[src/rtl/plb_pkg.sv]
// Register map, field positions, reset values and timing counts of the PHY bank
package plb_pkg;
  // Register addresses on the management port
  localparam logic [4:0] LOOPBACK_BYPASS_CONTROL_ADDR = 5'h18;
  localparam logic [4:0] PHY_ADDRESS_STATUS_ADDR = 5'h19;
  localparam logic [4:0] TENBASE_STATUS_ADDR = 5'h1b;
  localparam logic [4:0] TENBASE_CONTROL_ADDR = 5'h1c;
  // Field positions in loopback_bypass_control
  localparam int LOOPBACK_SELECT_HIGH_BIT = 9;
  localparam int LOOPBACK_SELECT_LOW_BIT = 8;
  localparam int FULL_DUPLEX_CARRIER_SELECT_BIT = 6;
  localparam int CODE_ERROR_SELECT_BIT = 4;
  localparam int PREMATURE_END_ERROR_SELECT_BIT = 3;
  localparam int LINK_ERROR_SELECT_BIT = 2;
  localparam int FRAME_ERROR_SELECT_BIT = 1;
  // Field positions in phy_address_status
  localparam int FAR_END_FAULT_ENABLE_BIT = 8;
  localparam int DUPLEX_STATUS_BIT = 7;
  localparam int SPEED_STATUS_BIT = 6;
  localparam int CONNECTION_STATUS_BIT = 5;
  localparam int MANAGEMENT_ADDRESS_LSB = 0;
  // Field positions in tenbase_status and tenbase_control
  localparam int TENBASE_SERIAL_MODE_BIT = 9;
  localparam int POLARITY_STATE_BIT = 0;
  localparam int LINK_PULSE_OUTPUT_ENABLE_BIT = 5;
  localparam int HEARTBEAT_ENABLE_BIT = 4;
  localparam int OUTPUT_DRIVER_SELECT_BIT = 3;
  localparam int LOW_SQUELCH_SELECT_BIT = 2;
  localparam int POLARITY_CORRECTION_CONTROL_BIT = 1;
  localparam int JABBER_ENABLE_BIT = 0;
  // Reset values of writable control bits
  localparam logic [1:0] LOOPBACK_RESET = 2'h0;
  localparam logic CTRL_CLEAR_RESET = 1'b0;
  localparam logic TENBASE_ENABLE_RESET = 1'b1;
  // Receive nibble error codes
  localparam logic [3:0] CODE_ERR_NIBBLE = 4'h5;
  localparam logic [3:0] PREMATURE_ERR_NIBBLE = 4'h4;
  localparam logic [3:0] LINK_ERR_NIBBLE = 4'h3;
  localparam logic [3:0] FRAME_ERR_NIBBLE = 4'h2;
  localparam logic [3:0] GENERIC_ERR_NIBBLE = 4'h6;
  // Timing
  localparam int CLK_PERIOD_NS = 10;
  localparam int TIMEOUT_SHORT_US = 722;
  localparam int TIMEOUT_LONG_US = 2000;
  localparam int LATENCY_MAX_NS = 170;
  localparam int TIMEOUT_SHORT_CYC = TIMEOUT_SHORT_US * 1000 / CLK_PERIOD_NS;
  localparam int TIMEOUT_LONG_CYC = TIMEOUT_LONG_US * 1000 / CLK_PERIOD_NS;
  localparam int LATENCY_MAX_CYC = LATENCY_MAX_NS / CLK_PERIOD_NS;
  // Loopback modes
  typedef enum logic [1:0] {
    PLB_LB_NORMAL,
    PLB_LB_PMD,
    PLB_LB_REMOTE,
    PLB_LB_RESERVED
  } plb_loopback_t;
endpackage

[src/rtl/plb_phy_regs.sv]
// PHY vendor register bank: loopback, error codes, status and 10BaseT control
//
// Operation
// Loopback field 00 normal, 01 PMD loopback with pin, 10 remote, 11 reserved.
// Upper loopback bit at 18.9 is writable and resets to zero.
// Carrier select set: transmit asserts CRS in full duplex; clear: receive.
// Code-error select picks 5h or generic 6h on receive nibble.
// Premature-end select picks 4h or generic 6h on receive nibble.
// Link-error select picks 3h or generic 6h on receive nibble.
// Frame-error select picks 2h or generic 6h on receive nibble.
// Descrambler timeout expiry is reported as a frame error.
// Timeout is 722 us with select clear, 2000 us with it set.
// Far-end fault enable is writable, resets zero, enables the function.
// Duplex status bit is read-only, resets zero, shows link duplex.
// Speed status reads 1 for 10BaseT, 0 for 100BaseTx.
// Connection status bit shows the disconnect function state.
// Address field 4:0 returns management address caught from straps.
// Serial-mode bit is writable, resets from its strap pin; the code resets it to zero and loads the strap on the first edge after release.
// Polarity state bit is read-only, resets zero, shows receive polarity.
// Link pulse enable resets one, gates normal pulses, not FLP bursts.
// Heartbeat enable resets one and switches heartbeat on or off.
// Driver select resets one: 1 voltage-mode, 0 current-mode output.
// Low squelch select is read/write, resets zero, has no effect.
// Polarity correction control: 0 enables, 1 disables correction.
// Jabber enable resets one and switches jabber protection.
// Combined 100BaseTx transmit and receive latency stays within 170 ns.
// Writes to read-only fields ignored; reserved loopback acts as normal.
`timescale 1ns/100ps
`default_nettype none

module plb_phy_regs (
  input wire logic clk_sys,
  input wire logic resetn,
  // Management register port
  input wire logic [4:0] regAddr,
  input wire logic regWrite,
  input wire logic regRead,
  input wire logic [15:0] regWdata,
  output logic [15:0] regRdata,
  output logic regRvalid,
  // Straps, sampled on the first edge after reset release
  input wire logic [4:0] strapAddress,
  input wire logic strapSerialMode,
  // Link state from the PHY core
  input wire logic linkFullDuplex,
  input wire logic linkTenBase,
  input wire logic linkConnected,
  input wire logic rxPolarityInverted,
  input wire logic tenBaseActive,
  // Receive path error events and data
  input wire logic rxActive,
  input wire logic txActive,
  input wire logic [3:0] rxNibbleIn,
  input wire logic rxDataValidIn,
  input wire logic rxCodeErr,
  input wire logic rxPrematureErr,
  input wire logic rxLinkErr,
  input wire logic descramblerLocked,
  input wire logic descramblerTimeoutDisable,
  input wire logic autoNegFlpBurst,
  input wire logic normalLinkPulseReq,
  // Control outputs
  output logic [3:0] rxNibbleOut,
  output logic rxDataValidOut,
  output logic rxErrorOut,
  output logic carrierSense,
  output logic loopbackIndicatorPin,
  output logic pmdLoopback,
  output logic remoteLoopback,
  output logic farEndFaultEnable,
  output logic tenBaseSerialMode,
  output logic linkPulseOut,
  output logic heartbeatEnable,
  output logic voltageModeOutput,
  output logic currentModeOutput,
  output logic polarityCorrectionEnable,
  output logic jabberEnable,
  input wire logic descramblerTimeoutSelect
);

  logic [1:0] loopbackSel_ff;
  logic fdCarrierSel_ff;
  logic [3:0] errSel_ff;
  logic farEndFault_ff;
  logic [4:0] mgmtAddr_ff;
  logic serialMode_ff;
  logic strapDone_ff;
  logic linkPulseEn_ff;
  logic heartbeat_ff;
  logic driverSel_ff;
  logic lowSquelch_ff;
  logic polarityCtl_ff;
  logic jabber_ff;
  logic duplexSt_ff;
  logic speedSt_ff;
  logic connSt_ff;
  logic polaritySt_ff;
  logic [17:0] toCnt_ff;
  logic frameErr;
  logic [15:0] nxt_rdata;
  logic [3:0] nxt_nibble;
  plb_pkg::plb_loopback_t lbMode;

  // Loopback field; upper bit writable, both reset to zero
  always_ff @(posedge clk_sys or negedge resetn) begin
    if (!resetn) begin
      loopbackSel_ff <= plb_pkg::LOOPBACK_RESET;
      fdCarrierSel_ff <= plb_pkg::CTRL_CLEAR_RESET;
      errSel_ff <= 4'h0;
    end else if (regWrite &&
                 regAddr == plb_pkg::LOOPBACK_BYPASS_CONTROL_ADDR) begin
      loopbackSel_ff <= regWdata[plb_pkg::LOOPBACK_SELECT_HIGH_BIT:
                                 plb_pkg::LOOPBACK_SELECT_LOW_BIT];
      fdCarrierSel_ff <= regWdata[plb_pkg::FULL_DUPLEX_CARRIER_SELECT_BIT];
      errSel_ff <= regWdata[plb_pkg::CODE_ERROR_SELECT_BIT:
                            plb_pkg::FRAME_ERROR_SELECT_BIT];
    end
  end

  // Far-end fault enable is the only writable bit here
  always_ff @(posedge clk_sys or negedge resetn) begin
    if (!resetn) begin
      farEndFault_ff <= plb_pkg::CTRL_CLEAR_RESET;
    end else if (regWrite && regAddr == plb_pkg::PHY_ADDRESS_STATUS_ADDR) begin
      farEndFault_ff <= regWdata[plb_pkg::FAR_END_FAULT_ENABLE_BIT];
    end
  end

  // Straps caught once after release; reset cannot load a port value
  always_ff @(posedge clk_sys or negedge resetn) begin
    if (!resetn) begin
      strapDone_ff <= 1'b0;
      mgmtAddr_ff <= 5'h00;
      serialMode_ff <= 1'b0;
    end else begin
      strapDone_ff <= 1'b1;
      if (!strapDone_ff) begin
        mgmtAddr_ff <= strapAddress;
        serialMode_ff <= strapSerialMode;
      end else if (regWrite && regAddr == plb_pkg::TENBASE_STATUS_ADDR) begin
        serialMode_ff <= regWdata[plb_pkg::TENBASE_SERIAL_MODE_BIT];
      end
    end
  end

  // 10BaseT transceiver controls
  always_ff @(posedge clk_sys or negedge resetn) begin
    if (!resetn) begin
      linkPulseEn_ff <= plb_pkg::TENBASE_ENABLE_RESET;
      heartbeat_ff <= plb_pkg::TENBASE_ENABLE_RESET;
      driverSel_ff <= plb_pkg::TENBASE_ENABLE_RESET;
      lowSquelch_ff <= plb_pkg::CTRL_CLEAR_RESET;
      polarityCtl_ff <= plb_pkg::CTRL_CLEAR_RESET;
      jabber_ff <= plb_pkg::TENBASE_ENABLE_RESET;
    end else if (regWrite && regAddr == plb_pkg::TENBASE_CONTROL_ADDR) begin
      linkPulseEn_ff <= regWdata[plb_pkg::LINK_PULSE_OUTPUT_ENABLE_BIT];
      heartbeat_ff <= regWdata[plb_pkg::HEARTBEAT_ENABLE_BIT];
      driverSel_ff <= regWdata[plb_pkg::OUTPUT_DRIVER_SELECT_BIT];
      lowSquelch_ff <= regWdata[plb_pkg::LOW_SQUELCH_SELECT_BIT];
      polarityCtl_ff <= regWdata[plb_pkg::POLARITY_CORRECTION_CONTROL_BIT];
      jabber_ff <= regWdata[plb_pkg::JABBER_ENABLE_BIT];
    end
  end

  // Status snapshots; software writes never reach these
  always_ff @(posedge clk_sys or negedge resetn) begin
    if (!resetn) begin
      duplexSt_ff <= 1'b0;
      speedSt_ff <= 1'b0;
      connSt_ff <= 1'b0;
      polaritySt_ff <= 1'b0;
    end else begin
      duplexSt_ff <= linkFullDuplex;
      speedSt_ff <= linkTenBase;
      connSt_ff <= linkConnected;
      polaritySt_ff <= rxPolarityInverted;
    end
  end

  // Descrambler timeout counter; restarts whenever lock is seen
  always_ff @(posedge clk_sys or negedge resetn) begin
    if (!resetn) begin
      toCnt_ff <= 18'h00000;
    end else if (descramblerLocked || descramblerTimeoutDisable ||
                 !rxActive) begin
      toCnt_ff <= 18'h00000;
    end else if (!frameErr) begin
      toCnt_ff <= toCnt_ff + 18'h00001;
    end
  end

  // Expiry at the selected length is the frame error
  assign frameErr = toCnt_ff >= (descramblerTimeoutSelect ?
                    18'(plb_pkg::TIMEOUT_LONG_CYC) :
                    18'(plb_pkg::TIMEOUT_SHORT_CYC));

  // Reserved code decodes as normal
  assign lbMode = plb_pkg::plb_loopback_t'(loopbackSel_ff);

  // Error nibble select; code error has highest priority
  always_comb begin
    nxt_nibble = rxNibbleIn;
    if (rxCodeErr) begin
      nxt_nibble = errSel_ff[3] ? plb_pkg::CODE_ERR_NIBBLE
                                : plb_pkg::GENERIC_ERR_NIBBLE;
    end else if (rxPrematureErr) begin
      nxt_nibble = errSel_ff[2] ? plb_pkg::PREMATURE_ERR_NIBBLE
                                : plb_pkg::GENERIC_ERR_NIBBLE;
    end else if (rxLinkErr) begin
      nxt_nibble = errSel_ff[1] ? plb_pkg::LINK_ERR_NIBBLE
                                : plb_pkg::GENERIC_ERR_NIBBLE;
    end else if (frameErr) begin
      nxt_nibble = errSel_ff[0] ? plb_pkg::FRAME_ERR_NIBBLE
                                : plb_pkg::GENERIC_ERR_NIBBLE;
    end
  end

  // One register stage keeps latency well inside the 170 ns budget
  always_ff @(posedge clk_sys or negedge resetn) begin
    if (!resetn) begin
      rxNibbleOut <= 4'h0;
      rxDataValidOut <= 1'b0;
      rxErrorOut <= 1'b0;
    end else begin
      rxNibbleOut <= nxt_nibble;
      rxDataValidOut <= rxDataValidIn;
      rxErrorOut <= rxCodeErr | rxPrematureErr | rxLinkErr | frameErr;
    end
  end

  // Carrier sense and pin-level controls
  always_ff @(posedge clk_sys or negedge resetn) begin
    if (!resetn) begin
      carrierSense <= 1'b0;
      loopbackIndicatorPin <= 1'b0;
      pmdLoopback <= 1'b0;
      remoteLoopback <= 1'b0;
      linkPulseOut <= 1'b0;
    end else begin
      if (linkFullDuplex) begin
        carrierSense <= fdCarrierSel_ff ? txActive : rxActive;
      end else begin
        carrierSense <= txActive | rxActive;
      end
      unique case (lbMode)
        plb_pkg::PLB_LB_PMD: begin
          loopbackIndicatorPin <= 1'b1;
          pmdLoopback <= 1'b1;
          remoteLoopback <= 1'b0;
        end
        plb_pkg::PLB_LB_REMOTE: begin
          loopbackIndicatorPin <= 1'b0;
          pmdLoopback <= 1'b0;
          remoteLoopback <= 1'b1;
        end
        plb_pkg::PLB_LB_NORMAL, plb_pkg::PLB_LB_RESERVED: begin
          loopbackIndicatorPin <= 1'b0;
          pmdLoopback <= 1'b0;
          remoteLoopback <= 1'b0;
        end
      endcase
      // FLP bursts bypass the enable
      linkPulseOut <= autoNegFlpBurst |
                      (tenBaseActive & linkPulseEn_ff &
                       normalLinkPulseReq);
    end
  end

  // Registered copies of control bits for the transceiver
  always_ff @(posedge clk_sys or negedge resetn) begin
    if (!resetn) begin
      farEndFaultEnable <= 1'b0;
      tenBaseSerialMode <= 1'b0;
      heartbeatEnable <= 1'b0;
      voltageModeOutput <= 1'b0;
      currentModeOutput <= 1'b0;
      polarityCorrectionEnable <= 1'b0;
      jabberEnable <= 1'b0;
    end else begin
      farEndFaultEnable <= farEndFault_ff;
      tenBaseSerialMode <= serialMode_ff;
      heartbeatEnable <= heartbeat_ff;
      voltageModeOutput <= driverSel_ff;
      currentModeOutput <= ~driverSel_ff;
      polarityCorrectionEnable <= ~polarityCtl_ff;
      jabberEnable <= jabber_ff;
    end
  end

  // Read mux; unmapped addresses and reserved bits read zero
  always_comb begin
    nxt_rdata = 16'h0000;
    unique case (regAddr)
      plb_pkg::LOOPBACK_BYPASS_CONTROL_ADDR: begin
        nxt_rdata[plb_pkg::LOOPBACK_SELECT_HIGH_BIT:
                  plb_pkg::LOOPBACK_SELECT_LOW_BIT] = loopbackSel_ff;
        nxt_rdata[plb_pkg::FULL_DUPLEX_CARRIER_SELECT_BIT] = fdCarrierSel_ff;
        nxt_rdata[plb_pkg::CODE_ERROR_SELECT_BIT:
                  plb_pkg::FRAME_ERROR_SELECT_BIT] = errSel_ff;
      end
      plb_pkg::PHY_ADDRESS_STATUS_ADDR: begin
        nxt_rdata[plb_pkg::FAR_END_FAULT_ENABLE_BIT] = farEndFault_ff;
        nxt_rdata[plb_pkg::DUPLEX_STATUS_BIT] = duplexSt_ff;
        nxt_rdata[plb_pkg::SPEED_STATUS_BIT] = speedSt_ff;
        nxt_rdata[plb_pkg::CONNECTION_STATUS_BIT] = connSt_ff;
        nxt_rdata[plb_pkg::MANAGEMENT_ADDRESS_LSB +: 5] = mgmtAddr_ff;
      end
      plb_pkg::TENBASE_STATUS_ADDR: begin
        nxt_rdata[plb_pkg::TENBASE_SERIAL_MODE_BIT] = serialMode_ff;
        nxt_rdata[plb_pkg::POLARITY_STATE_BIT] = polaritySt_ff;
      end
      plb_pkg::TENBASE_CONTROL_ADDR: begin
        nxt_rdata[plb_pkg::LINK_PULSE_OUTPUT_ENABLE_BIT] = linkPulseEn_ff;
        nxt_rdata[plb_pkg::HEARTBEAT_ENABLE_BIT] = heartbeat_ff;
        nxt_rdata[plb_pkg::OUTPUT_DRIVER_SELECT_BIT] = driverSel_ff;
        nxt_rdata[plb_pkg::LOW_SQUELCH_SELECT_BIT] = lowSquelch_ff;
        nxt_rdata[plb_pkg::POLARITY_CORRECTION_CONTROL_BIT] = polarityCtl_ff;
        nxt_rdata[plb_pkg::JABBER_ENABLE_BIT] = jabber_ff;
      end
      default: nxt_rdata = 16'h0000;
    endcase
  end

  // Read data registered one cycle after the read strobe
  always_ff @(posedge clk_sys or negedge resetn) begin
    if (!resetn) begin
      regRdata <= 16'h0000;
      regRvalid <= 1'b0;
    end else begin
      regRvalid <= regRead;
      if (regRead) begin
        regRdata <= nxt_rdata;
      end
    end
  end

endmodule

`default_nettype wire

[config.mk]
export PLATFORM = sky130hd
export DESIGN_NAME = plb_phy_regs
export DESIGN_NICKNAME = d
export VERILOG_FILES = /design/src/rtl/plb_pkg.sv /design/src/rtl/plb_phy_regs.sv
export SDC_FILE = /design/constraint.sdc
export NUM_CORES = 1
export LEC_CHECK = 0
export ABC_CLOCK_PERIOD_IN_PS = 2700
export BUFFER_PORTS_ARGS = -buffer_cell sky130_fd_sc_hd__buf_2
export CAP_MARGIN = 20
export CORE_MARGIN = 2
export CORE_UTILIZATION = 25
export DETAILED_ROUTE_END_ITERATION = 7
export SKIP_CTS_REPAIR_TIMING = 1
export SYNTH_ARGS = -nofsm -noshare
export SYNTH_HDL_FRONTEND = slang
export SYNTH_SLANG_ARGS = --single-unit
[constraint.sdc]
create_clock -name clk_sys -period 2.7 [get_ports clk_sys]
set_input_delay 0 -clock clk_sys [delete_from_list [all_inputs] [get_ports clk_sys]]
set_output_delay 0 -clock clk_sys [all_outputs]
set_load 0.02 [all_outputs]
=== Word-level counts from Yosys, hierarchy flattened ===
Cells that the tools add are included.
W data, S select, Z words.

* Add/sub/neg operators: 1
* Multiply operators: 0
* Divide/modulo/power cells: 0
* $lt $le $gt $ge: 1
* Eq/ne operators: 9
* Shifts and indexed selects: 0
* Multiplexer cells: 24
* Bitwise gates (word level): 9
* Reductions and logical operators: 10

{| class="wikitable"
|+ Operators with widths
! operator !! count
|-
| $mux W18 || 3
|-
| $eq A5 B5 Y1 const B || 4
|-
| $add A18 B1 Y18 const B || 1
|-
| $ge A18 B18 Y1 || 1
|-
| $mux W4 || 4
|-
| $pmux W1 S2 || 6
|-
| $pmux W4 S3 || 1
|-
| $mux W3 || 2
|-
| $reduce_or A3 Y1 || 2
|-
| $mux W1 || 5
|-
| $or A1 B1 Y1 || 5
|-
| $eq A2 B2 Y1 const B || 2
|-
| $logic_and A1 B1 Y1 || 4
|-
| $mux W2 || 2
|-
| $ne A2 B1 Y1 const B || 2
|-
| $pmux W1 S3 || 1
|-
| $and A1 B1 Y1 || 2
|-
| $eq A2 B1 Y1 const B || 1
|-
| $logic_not A2 Y1 || 1
|-
| $logic_or A1 B1 Y1 || 2
|-
| $not A1 Y1 || 2
|-
| $logic_not A1 Y1 || 1
|}

* Register bits after elaboration: 71
* Latch bits: 0
* Memory bits (writable): 0
* Bits in read-only memories: 0
* Logic and storage cells: 88
* Memories: 0

=== Longest topological paths before layout ===
Gate-level depths: netlist of the first run.

* Depth after elaboration: 6
* Gate-level depth with buffers: 8
* Depth with buffers taken out: 7

=== Least setup slack after synthesis of the first run ===
OpenSTA, ideal clock, no wires.

* Kind: register -> register
* Start point: register toCnt_ff[17]
* End point: register toCnt_ff[10]
* Setup time: 125 ps
* Arrival time: 1772 ps
* Required time: 2575 ps
* Setup slack: 804 ps
* Stages on the path, launching flop included: 7
* Path buffers: 0
* Cell sequence: dfrtp_1 ha_1 and4b_1 o211ai_1 or2_1 o211ai_1 mux2_2

* Longest elaborated chain between the ends: 2

{| class="wikitable"
|+ RTL lines
! what !! RTL line !! text
|-
| start: declaration || plb_phy_regs.sv:98 || <nowiki>logic [17:0] toCnt_ff;</nowiki>
|-
| start signal: assignment || plb_phy_regs.sv:188 || <nowiki>toCnt_ff <= toCnt_ff + 18'h00001;</nowiki>
|-
| $ge A18 B18 Y1 || plb_phy_regs.sv:193 || <nowiki>assign frameErr = toCnt_ff >= (descramblerTimeoutSelect ?</nowiki>
|-
| $ne A2 B1 Y1 (no line) || -- ||
|}

No other way between the ends.
A chain may end at the register's enable or synchronous reset.

=== Worst setup path in the final report of the first run ===
* Start point: register toCnt_ff[10]
* End point: register rxNibbleOut[1]

* Longest elaborated chain between the ends: 5

{| class="wikitable"
|+ RTL lines
! what !! RTL line !! text
|-
| $ge A18 B18 Y1 || plb_phy_regs.sv:193 ||
|-
| $mux W4 || plb_phy_regs.sv:212 || <nowiki>end else if (frameErr) begin</nowiki>
|-
| $mux W4 || plb_phy_regs.sv:209 || <nowiki>end else if (rxLinkErr) begin</nowiki>
|-
| $mux W4 || plb_phy_regs.sv:206 || <nowiki>end else if (rxPrematureErr) begin</nowiki>
|-
| $mux W4 || plb_phy_regs.sv:203 || <nowiki>if (rxCodeErr) begin</nowiki>
|-
| via nxt_nibble[1] || plb_phy_regs.sv:101 || <nowiki>logic [3:0] nxt_nibble;</nowiki>
|-
| end signal: assignment || plb_phy_regs.sv:225 || <nowiki>rxNibbleOut <= nxt_nibble;</nowiki>
|-
| end: declaration || plb_phy_regs.sv:63 || <nowiki>output logic [3:0] rxNibbleOut,</nowiki>
|}

The timed path passes the listed nets, and every way through them passes these cells.

==> reports/qor.csv, run 1 <==
metric;value;unit
status;finished with violations;
violations;negative hold slack;
antenna_cells;0;
fp.coreArea;13200;µm²
synthCells;308;
nets;472;
dieArea;14500;µm²
cp_slowest_cell;dlygate4sd3_1;
vdd_ir_drop_max;368;µV
ys.flop_type;dfrtp_1;
finalHoldViolCount;1;
detail_route.iter0.violations;127;
ys_seq_area_share;52.7;%
synth_top_family_by_area;simple AND/OR/NAND/NOR gates;
fin_setup_tns;0;ns
end_kind;register;
period_needed;2.51;ns
dieHeight;120;µm
ioPinCount;86;
worstSetupPathType;register to register;
fin_skew;0.00683;ns
via_per_inst;4.66;
synthArstFlopShare;100;%
cts_max_path_buffers;2;
dr.pass1.iters;4;
p_per_area;630;nW/µm²
hpwl;5990;µm
ys_seq_elements;71;
drc_errors;0;
slew_violations;0;
synth_compound_area_share;11.4;%
crit_chain;ha_1 -> nor3b_1 -> o211ai_1 -> o21ai_4 -> a2111oi_2 -> dlygate4sd3_1 -> o22ai_1;
grt_overflow;0;
placed_area;3890;µm²
grt_max_degree;33;
final.period_utilization;93.0;%
antenna_found_initial;0;
synthMuxAreaShare;11.3;%
synth_cell_type_count;49;
synthSimpleGateAreaFrac;15.7;%
dp_cells;546;
core.rowCount;42;
worst_slack;0.188;ns
fill_cells;1327;
final_util;34.1;%
avgSynthCellArea;11.0;µm²
vias;2756;
fmaxAchievable;398;MHz
grt_pass1_wl;13100;µm
arrival;2.72;ns
power.total;2.84;mW
track_usage;11.5;%
htree_levels;3;
insertion_delay;0.33;ns
critPathRequiredTime;2.91;ns
initial_core_util;25.5;%
syn_area;3380;µm²
syn_to_final_growth;33.4;%
cp_max_fo;10;
rsz0062_at_grt;false;
worst_path_largest_cell_delay;0.59;ns
fp.dieW;120;µm
port_buffers;72;
tightest_slew;0.709;ns
wl;8360;µm
cts_tree;built;
grt_pass1_vias;2621;
synth-xor-area-share;1.04;%
hold_slack;-0.0104;ns
gp_congestion;0.861;
design_area;4510;µm²
drv_cap;0;
leakagePower;2.03;nW
hold_path_class;input port to register;
synthAdderAreaFrac;3.33;%
wl_per_cell;14.1;µm
finalSetupViolCount;0;
cp-start-kind;register;
post-place-ws;0.626;ns
fin_cells;592;
cts_buffers;9;
path_clk_slew;0.06;ns
synth_edf_count;0;
cts-root-buf;clkbuf_16;
cts.sinks;71;
relSlewSlack;52.7;%
yosysWarnings;0;
layout-drive-gt1-share;31.3;%
antenna_left;0;
-- cell usage after synthesis (2+ instances only) --
cell type  count  area (µm²)
dfrtp_1       67        1680
mux2_2        26         293
nand2_1       25        93.8
nor2_1        25        93.8
a21oi_1       17        85.1
nand3_1       13        65.1
inv_1         11        41.3
o21ai_0       11        55.1
ha_1           9         113
mux2i_1        9        90.1
buf_4          8        60.1
nor3_1         7        35.0
a22oi_1        6        45.0
nand2b_1       6        37.5
clkbuf_1       5        18.8
and3_1         4        25.0
dfstp_2        4         105
o211ai_1       4        30.0
xor2_1         4        35.0
a31o_2         3        26.3
a31oi_1        3        18.8
buf_2          3        15.0
nand4_1        3        18.8
nor4_2         3        37.5
a2111o_1       2        22.5
a32oi_1        2        17.5
conb_1         2        7.51
nand3b_1       2        15.0
nor2b_1        2        12.5
nor3b_1        2        15.0
nor4_1         2        12.5
-- placed cells by master (no fill, tap or decap), drive strengths merged, types with 3 or more instances in the layout --
| cell | instances |
|---|---|
| nand2b | 6 |
| inv | 11 |
| conb | 7 |
| and3 | 4 |
| dlygate4sd3 | 31 |
| xor2 | 4 |
| a31o | 3 |
| mux2 | 26 |
| clkbuf | 9 |
| nor2 | 25 |
| nor3 | 8 |
| buf | 74 |
| dfrtp | 67 |
| nand2 | 26 |
| nor4 | 5 |
| dfstp | 4 |
| nand3 | 13 |
| mux2i | 9 |
| a21oi | 17 |
| a31oi | 3 |
| nand4 | 3 |
| o211ai | 4 |
| a22oi | 6 |
| ha | 9 |
| o21ai | 12 |
| clkinv | 3 |
-- path summary, 6_finish.rpt --
kind	startpoint	endpoint	slack, ns	cells past startpoint
max in group asynchronous	resetn	jabber_ff	1.65	3
max reg2reg	toCnt_ff[10]	rxNibbleOut[1]	0.19	7
max	toCnt_ff[10]	rxNibbleOut[1]	0.19	7
min reg2reg	farEndFault_ff	farEndFaultEnable	0.41	0
min in group asynchronous	resetn	jabberEnable	0.26	2
min	regRead	regRvalid	-0.01	1
-- cell type report --
cell class                      count  area [µm²]  area share, %
Sequential cell                    71        1780           39.5
Multi-Input combinational cell    214        1470           32.6
Timing Repair Buffer              105         686           15.2
Clock buffer                        9         225           4.99
Tap cell                          176         220           4.88
Clock inverter                      6        86.3           1.91
Inverter                           11        41.3          0.915
-- logic make-up (layout without fill, tap and decap cells) --
family	count (synthesis)	in the layout
AND/OR/NAND/NOR	103	103
flip-flops	71	71
AO/OA/AOI/OAI	56	56
multiplexers	35	35
buffers and inverters	28	131
adder cells (fa/ha/maj)	9	9
XOR/XNOR	4	4
other	2	7
-- layer usage --
layer  vias up  track usage, %  part of all wire [%]
met4         0            4.14                   1.4
met3        10            2.64                   4.4
met5         -               0                     0
li1       1296               -                     -
met2        86            19.2                    50
met1      1364            14.5                    44
-- flip-flops by register name (all words and copies together), names as in the netlist, 2 cells and up --
register,count
toCnt_ff,18
regRdata,10
mgmtAddr_ff,5
errSel_ff,4
rxNibbleOut,4
lbMode,2
-- worst max-delay path, delay by kind of cell, from the launching register on --
family	cells	cell delay, ns
compound gates	4	0.95
buf+inv	1	0.59
flops	1	0.42
fa+ha+maj	1	0.28
simple gates	1	0.14
-- power by group --
group	switching [mW]	internal, mW	total, mW
clock network	0.444	0.801	1.25
registers	0.0648	1.17	1.24
logic	0.198	0.163	0.361
total	0.708	2.14	2.84
Note: power is estimated with default switching activity, not from simulation.
==> run 2: changes to the inputs <==
--- a/config.mk
+++ b/config.mk
@@ -8,9 +8,13 @@
 export ABC_CLOCK_PERIOD_IN_PS = 2700
 export BUFFER_PORTS_ARGS = -buffer_cell sky130_fd_sc_hd__buf_2
 export CAP_MARGIN = 20
+export CELL_PAD_IN_SITES_DETAIL_PLACEMENT = 1
+export CELL_PAD_IN_SITES_GLOBAL_PLACEMENT = 1
 export CORE_MARGIN = 2
 export CORE_UTILIZATION = 25
 export DETAILED_ROUTE_END_ITERATION = 7
+export GPL_TIMING_DRIVEN = 1
+export PLACE_DENSITY_LB_ADDON = 0.1
 export SKIP_CTS_REPAIR_TIMING = 1
 export SYNTH_ARGS = -nofsm -noshare
 export SYNTH_HDL_FRONTEND = slang
==> run 2 against run 1 <==
- the flow still finishes with violations (negative hold slack)
- maximum frequency decreased by 0.50%
- die area unchanged
- power about the same
- routed wire length increased by 9.9%
- hold slack got worse by 0.0066 ns
- sequential share of layout area about the same
- non-clock buffer count decreased by 1
- clock skew about the same
- critical endpoint unchanged
- largest cell class unchanged
==> reports/qor.csv, run 2 (synthesis gave the netlist of run 1 again) <==
metric;value;unit;change
drv_cap;0;;unchanged
fin_skew;0.00728;ns;+0.000451 ns
reg_top3;toCnt_ff: 18 flops, regRdata: 10 flops, mgmtAddr_ff: 5 flops;;
power.total;2.84;mW;about the same
design_area;4520;µm²;+0.11%
status;finished with violations;;
ioPinCount;86;;unchanged
grt_pass1_wl;14600;µm;+12%
final_common_cell;buf_2;;
fmaxAchievable;396;MHz;-0.50%
cts_max_path_buffers;2;;unchanged
track_usage;13.3;%;+1.8 points
port_buffers;72;;unchanged
wl_per_cell;15.5;µm;+9.9%
period_needed;2.52;ns;+0.0126 ns
htree_levels;3;;unchanged
relSlewSlack;37.2;%;-15 points
cp_max_fo;10;;unchanged
detail_route.iter0.violations;85;;-33%
placed_area;3890;µm²;-0.13%
layout-drive-gt1-share;31.0;%;-0.24 points
final.period_utilization;93.5;%;+0.47 points
vias;2710;;-1.7%
insertion_delay;0.33;ns;about the same
violations;negative hold slack;;
cts.sinks;71;;unchanged
grt_pass1_vias;2749;;+4.9%
cts_buffers;9;;unchanged
fill_cells;1529;;+15%
dieArea;14500;µm²;unchanged
fin_setup_tns;0;ns;unchanged
end_kind;register;;
hpwl;6310;µm;+5.3%
cts_tree;built;;
syn_to_final_growth;33.6;%;
finalSetupViolCount;0;;unchanged
fp.coreArea;13200;µm²;unchanged
hold_slack;-0.0170;ns;-0.00661 ns
path_clk_slew;0.06;ns;about the same
initial_core_util;25.5;%;unchanged
antenna_cells;0;;unchanged
hold_path_class;input port to register;;
grt_max_degree;72;;+120%
tightest_slew;0.942;ns;+0.232 ns
arrival;2.74;ns;+0.02 ns
worstSetupPathType;register to register;;
grt_overflow;0;;unchanged
wl;9190;µm;+9.9%
antenna_left;0;;unchanged
largest_reg_flops;18;;unchanged
core.rowCount;42;;unchanged
slew_violations;0;;unchanged
dieHeight;120;µm;unchanged
gp_congestion;0.747;;-13%
via_per_inst;4.58;;-1.7%
leakagePower;2.03;nW;-0.25%
cts-root-buf;clkbuf_16;;
p_per_area;630;nW/µm²;about the same
cp-start-kind;register;;
critPathRequiredTime;2.92;ns;about the same
nets;471;;-0.21%
dr.pass1.iters;4;;unchanged
fp.dieW;120;µm;unchanged
drc_errors;0;;unchanged
antenna_found_initial;0;;unchanged
layout_common_cells;71 x buf_2, 67 x dfrtp_1, 31 x dlygate4sd3_1;;
vdd_ir_drop_max;372;µV;+0.95%
largest-register;toCnt_ff;;
finalHoldViolCount;1;;unchanged
-- run 2: cell count changes in the layout (fill, tap and decap cells not counted), sizes merged --
cell / previous run / this run
clkinv: 3 / 0
buf: 74 / 73
bufinv: 2 / 1
clkbuf: 9 / 14
-- run 2: area by class of cell --
| cell class | count | area, µm² | share of cell area, % |
|---|---|---|---|
| flip-flops and latches | 71 | 1780 | 39.4 |
| clock buffers | 14 | 284 | 6.29 |
| multi-input cells | 214 | 1470 | 32.6 |
| inverters | 11 | 41.3 | 0.914 |
| well taps | 176 | 220 | 4.87 |
| repair buffers | 104 | 681 | 15.1 |
| clock inverters | 2 | 37.5 | 0.831 |
-- run 2: routing by layer --
metal  GRT usage [%]  routed length, µm  vias up
met2            20.2               4290       67
met5               0                  0        -
met3            5.19                396        4
li1                -                  -     1285
met1            17.5               4430     1354
met4            3.71                 73        0
-- run 2: path summary, 6_finish.rpt --
path | from | endpoint | slack (ns) | depth (start not counted)
worst max-delay path | toCnt_ff[10] | rxNibbleOut[1] | 0.18 | 7
worst min-delay path | rxLinkErr | rxErrorOut | -0.02 | 3
worst max register to register | toCnt_ff[10] | rxNibbleOut[1] | 0.18 | 7
worst min register to register | farEndFault_ff | farEndFaultEnable | 0.40 | 0
max in group asynchronous | resetn | rxDataValidOut | 1.74 | 2
min in group asynchronous | resetn | toCnt_ff[2] | 0.33 | 2
-- run 2: power by group --
part	switching (mW)	internal, mW
clock network	0.438	0.816
registers	0.0589	1.17
logic	0.196	0.163
-- run 2: critical path, cell delays in order, from the launching register on --
cell	delay, ns
dfrtp_1	0.41
ha_1	0.27
nor3b_1	0.14
o211ai_1	0.34
o21ai_4	0.18
a2111oi_2	0.39
o22ai_1	0.11
dlygate4sd3_1	0.57
-- run 2: per-stage QoR --
step,util (%),instances,setup WS [ns]
global placement,29.3,545,0.637
CTS,31.8,561,0.591
detailed placement,29.3,545,0.612
global route,34.1,592,-0.00278
finish,34.1,592,0.175
floorplan,-,313,0.804
==> run 3: changes to the inputs <==
--- a/config.mk
+++ b/config.mk
@@ -15,6 +15,7 @@
 export DETAILED_ROUTE_END_ITERATION = 7
 export GPL_TIMING_DRIVEN = 1
 export PLACE_DENSITY_LB_ADDON = 0.1
+export SETUP_SLACK_MARGIN = 0.4
 export SKIP_CTS_REPAIR_TIMING = 1
 export SYNTH_ARGS = -nofsm -noshare
 export SYNTH_HDL_FRONTEND = slang
==> run 3 against run 2 <==
- the run still ends with negative hold slack left
- die area is the same
- global-route usage is the same
- setup slack gained 0.40 ns
- maximum frequency grew 19%
- final area shrank 0.22%
- hold slack lost 0.014 ns
- sequential power is essentially flat
- clock power is essentially flat
- core utilization shrank 0.076 points
- via count shrank 0.44%
==> reports/qor.csv, run 3 (synthesis gave the netlist of run 1 again) <==
metric;value;unit;change
status;finished with violations;;
violations;negative hold slack;;
grt_busiest_layer;met2;;
period_needed;2.12;ns;-0.405 ns
drc_errors;0;;unchanged
htree_levels;3;;unchanged
ioPinCount;86;;unchanged
cts_max_path_buffers;2;;unchanged
crit_chain;ha_1 -> nor3b_1 -> o211ai_1 -> or2_1 -> o211ai_1 -> mux2_2;;
antenna_found_initial;0;;unchanged
hold_path_class;input port to register;;
leakagePower;2.02;nW;-0.16%
path_buf_inv;0;;-1
path_delay_family;simple AND/OR/NAND/NOR gates;;
wl_per_cell;15.5;µm;+0.15%
via_per_inst;4.57;;-0.27%
cts_buffers;9;;unchanged
slew_violations;0;;unchanged
grtUsageMet2;20.2;%;unchanged
met3_usage;5.19;%;unchanged
cp_slowest_cell;dfrtp_1;;
worst-r2r-cell-count;6;;-1
reg2reg_to;toCnt_ff[10];;
grt_pass1_vias;2749;;unchanged
hpwl;6310;µm;unchanged
path_clk_slew;0.06;ns;about the same
core.rowCount;42;;unchanged
fmaxAchievable;472;MHz;+19%
tightest_slew;0.943;ns;+0.00179 ns
rsz0062_at_grt;false;;
track_usage;13.3;%;unchanged
insertion_delay;0.33;ns;about the same
dieArea;14500;µm²;unchanged
final.period_utilization;78.5;%;-15 points
grt_pass1_wl;14600;µm;unchanged
gp_congestion;0.747;;unchanged
worst_path_largest_cell_delay;0.41;ns;-0.16 ns
r2r-start;toCnt_ff[10];;
final_common_cell;buf_2;;
antenna_cells;0;;unchanged
crit_top_cell;o211ai_1;;
grtUsageMet1;17.5;%;unchanged
grt_overflow;0;;unchanged
regToRegSetupSlack;0.58;ns;+0.40 ns
fp.dieW;120;µm;unchanged
finalSetupViolCount;0;;unchanged
design_area;4510;µm²;-0.22%
relSlewSlack;37.1;%;-0.12 points
hold_slack;-0.0307;ns;-0.0137 ns
finalHoldViolCount;2;;+1
worst_slack;0.580;ns;+0.405 ns
placed_area;3890;µm²;unchanged
dieHeight;120;µm;unchanged
post-place-ws;0.612;ns;unchanged
grt_max_degree;72;;unchanged
vias;2698;;-0.44%
wl;9190;µm;about the same
arrival;2.33;ns;-0.41 ns
reg_top3;toCnt_ff: 18 flops, regRdata: 10 flops, mgmtAddr_ff: 5 flops;;
fin_cells;591;;-0.17%
cts-root-buf;clkbuf_16;;
initial_core_util;25.5;%;unchanged
vdd_ir_drop_max;372;µV;about the same
port_buffers;72;;unchanged
hold_start;rxLinkErr;;
min_to;rxNibbleOut[1];;
final_util;34.0;%;-0.076 points
hold_depth;3;;unchanged
cp_max_fo;4;;-6
dr.pass1.iters;4;;unchanged
cts_tree;built;;
syn_to_final_growth;33.3;%;
critPathRequiredTime;2.91;ns;about the same
largest-register;toCnt_ff;;
nets;470;;-0.21%
cp-start-kind;register;;
fin_skew;0.00704;ns;-0.000239 ns
detail_route.iter0.violations;88;;+3.5%
dp_cells;545;;unchanged
fp.coreArea;13200;µm²;unchanged
layout_common_cells;71 x buf_2, 67 x dfrtp_1, 30 x dlygate4sd3_1;;
cts.sinks;71;;unchanged
layout-drive-gt1-share;31.1;%;+0.075 points
largest_reg_flops;18;;unchanged
antenna_left;0;;unchanged
end_kind;register;;
worstSetupPathType;register to register;;
fin_setup_tns;0;ns;unchanged
drv_cap;0;;unchanged
p_per_area;631;nW/µm²;+0.20%
[run 3: layout make-up]
class                   count  area (µm²)
well taps                 176         220
multi-input cells         214        1470
fillers                  1530        8730
inverters                  11        41.3
flip-flops and latches     71        1780
repair buffers            103         671
clock inverters             2        37.5
clock buffers              14         284
[run 3: worst min-delay path: stages]
cell	delay, ns
buf_2	0.11
a2111oi_2	0.05
o22ai_1	0.10
[run 3: where the power goes]
part           total, mW  internal (mW)  switching (mW)
Clock               1.26          0.816           0.440
Combinational      0.357          0.161           0.196
Sequential          1.23           1.17          0.0591
Total               2.84           2.15           0.695
[run 3: metrics by stage]
stage | power [mW] | hold slack [ns]
global placement | 1.58 | 0.110
CTS | 2.87 | -0.248
global route | 2.99 | 0.0124
detailed placement | 1.58 | 0.110
floorplan | 1.44 | -0.296
finish | 2.84 | -0.0307
[run 3: worst max path at each step]
| stage | start | to | slack (ns) | cells past startpoint |
|---|---|---|---|---|
| finish | toCnt_ff[10] | toCnt_ff[10] | 0.58 | 6 |
| global route | toCnt_ff[10] | toCnt_ff[10] | 0.44 | 6 |
| CTS | toCnt_ff[10] | toCnt_ff[9] | 0.59 | 6 |
| detailed placement | toCnt_ff[10] | toCnt_ff[11] | 0.61 | 6 |
| global placement | toCnt_ff[10] | toCnt_ff[10] | 0.64 | 6 |
| floorplan | toCnt_ff[17] | toCnt_ff[10] | 0.80 | 6 |
[run 3: layer usage]
metal  up-vias  routed length [µm]
li1       1286                   -
met1      1345                4420
met2        61                4290
met3         6                 375
met4         0                  96
met5         -                   0
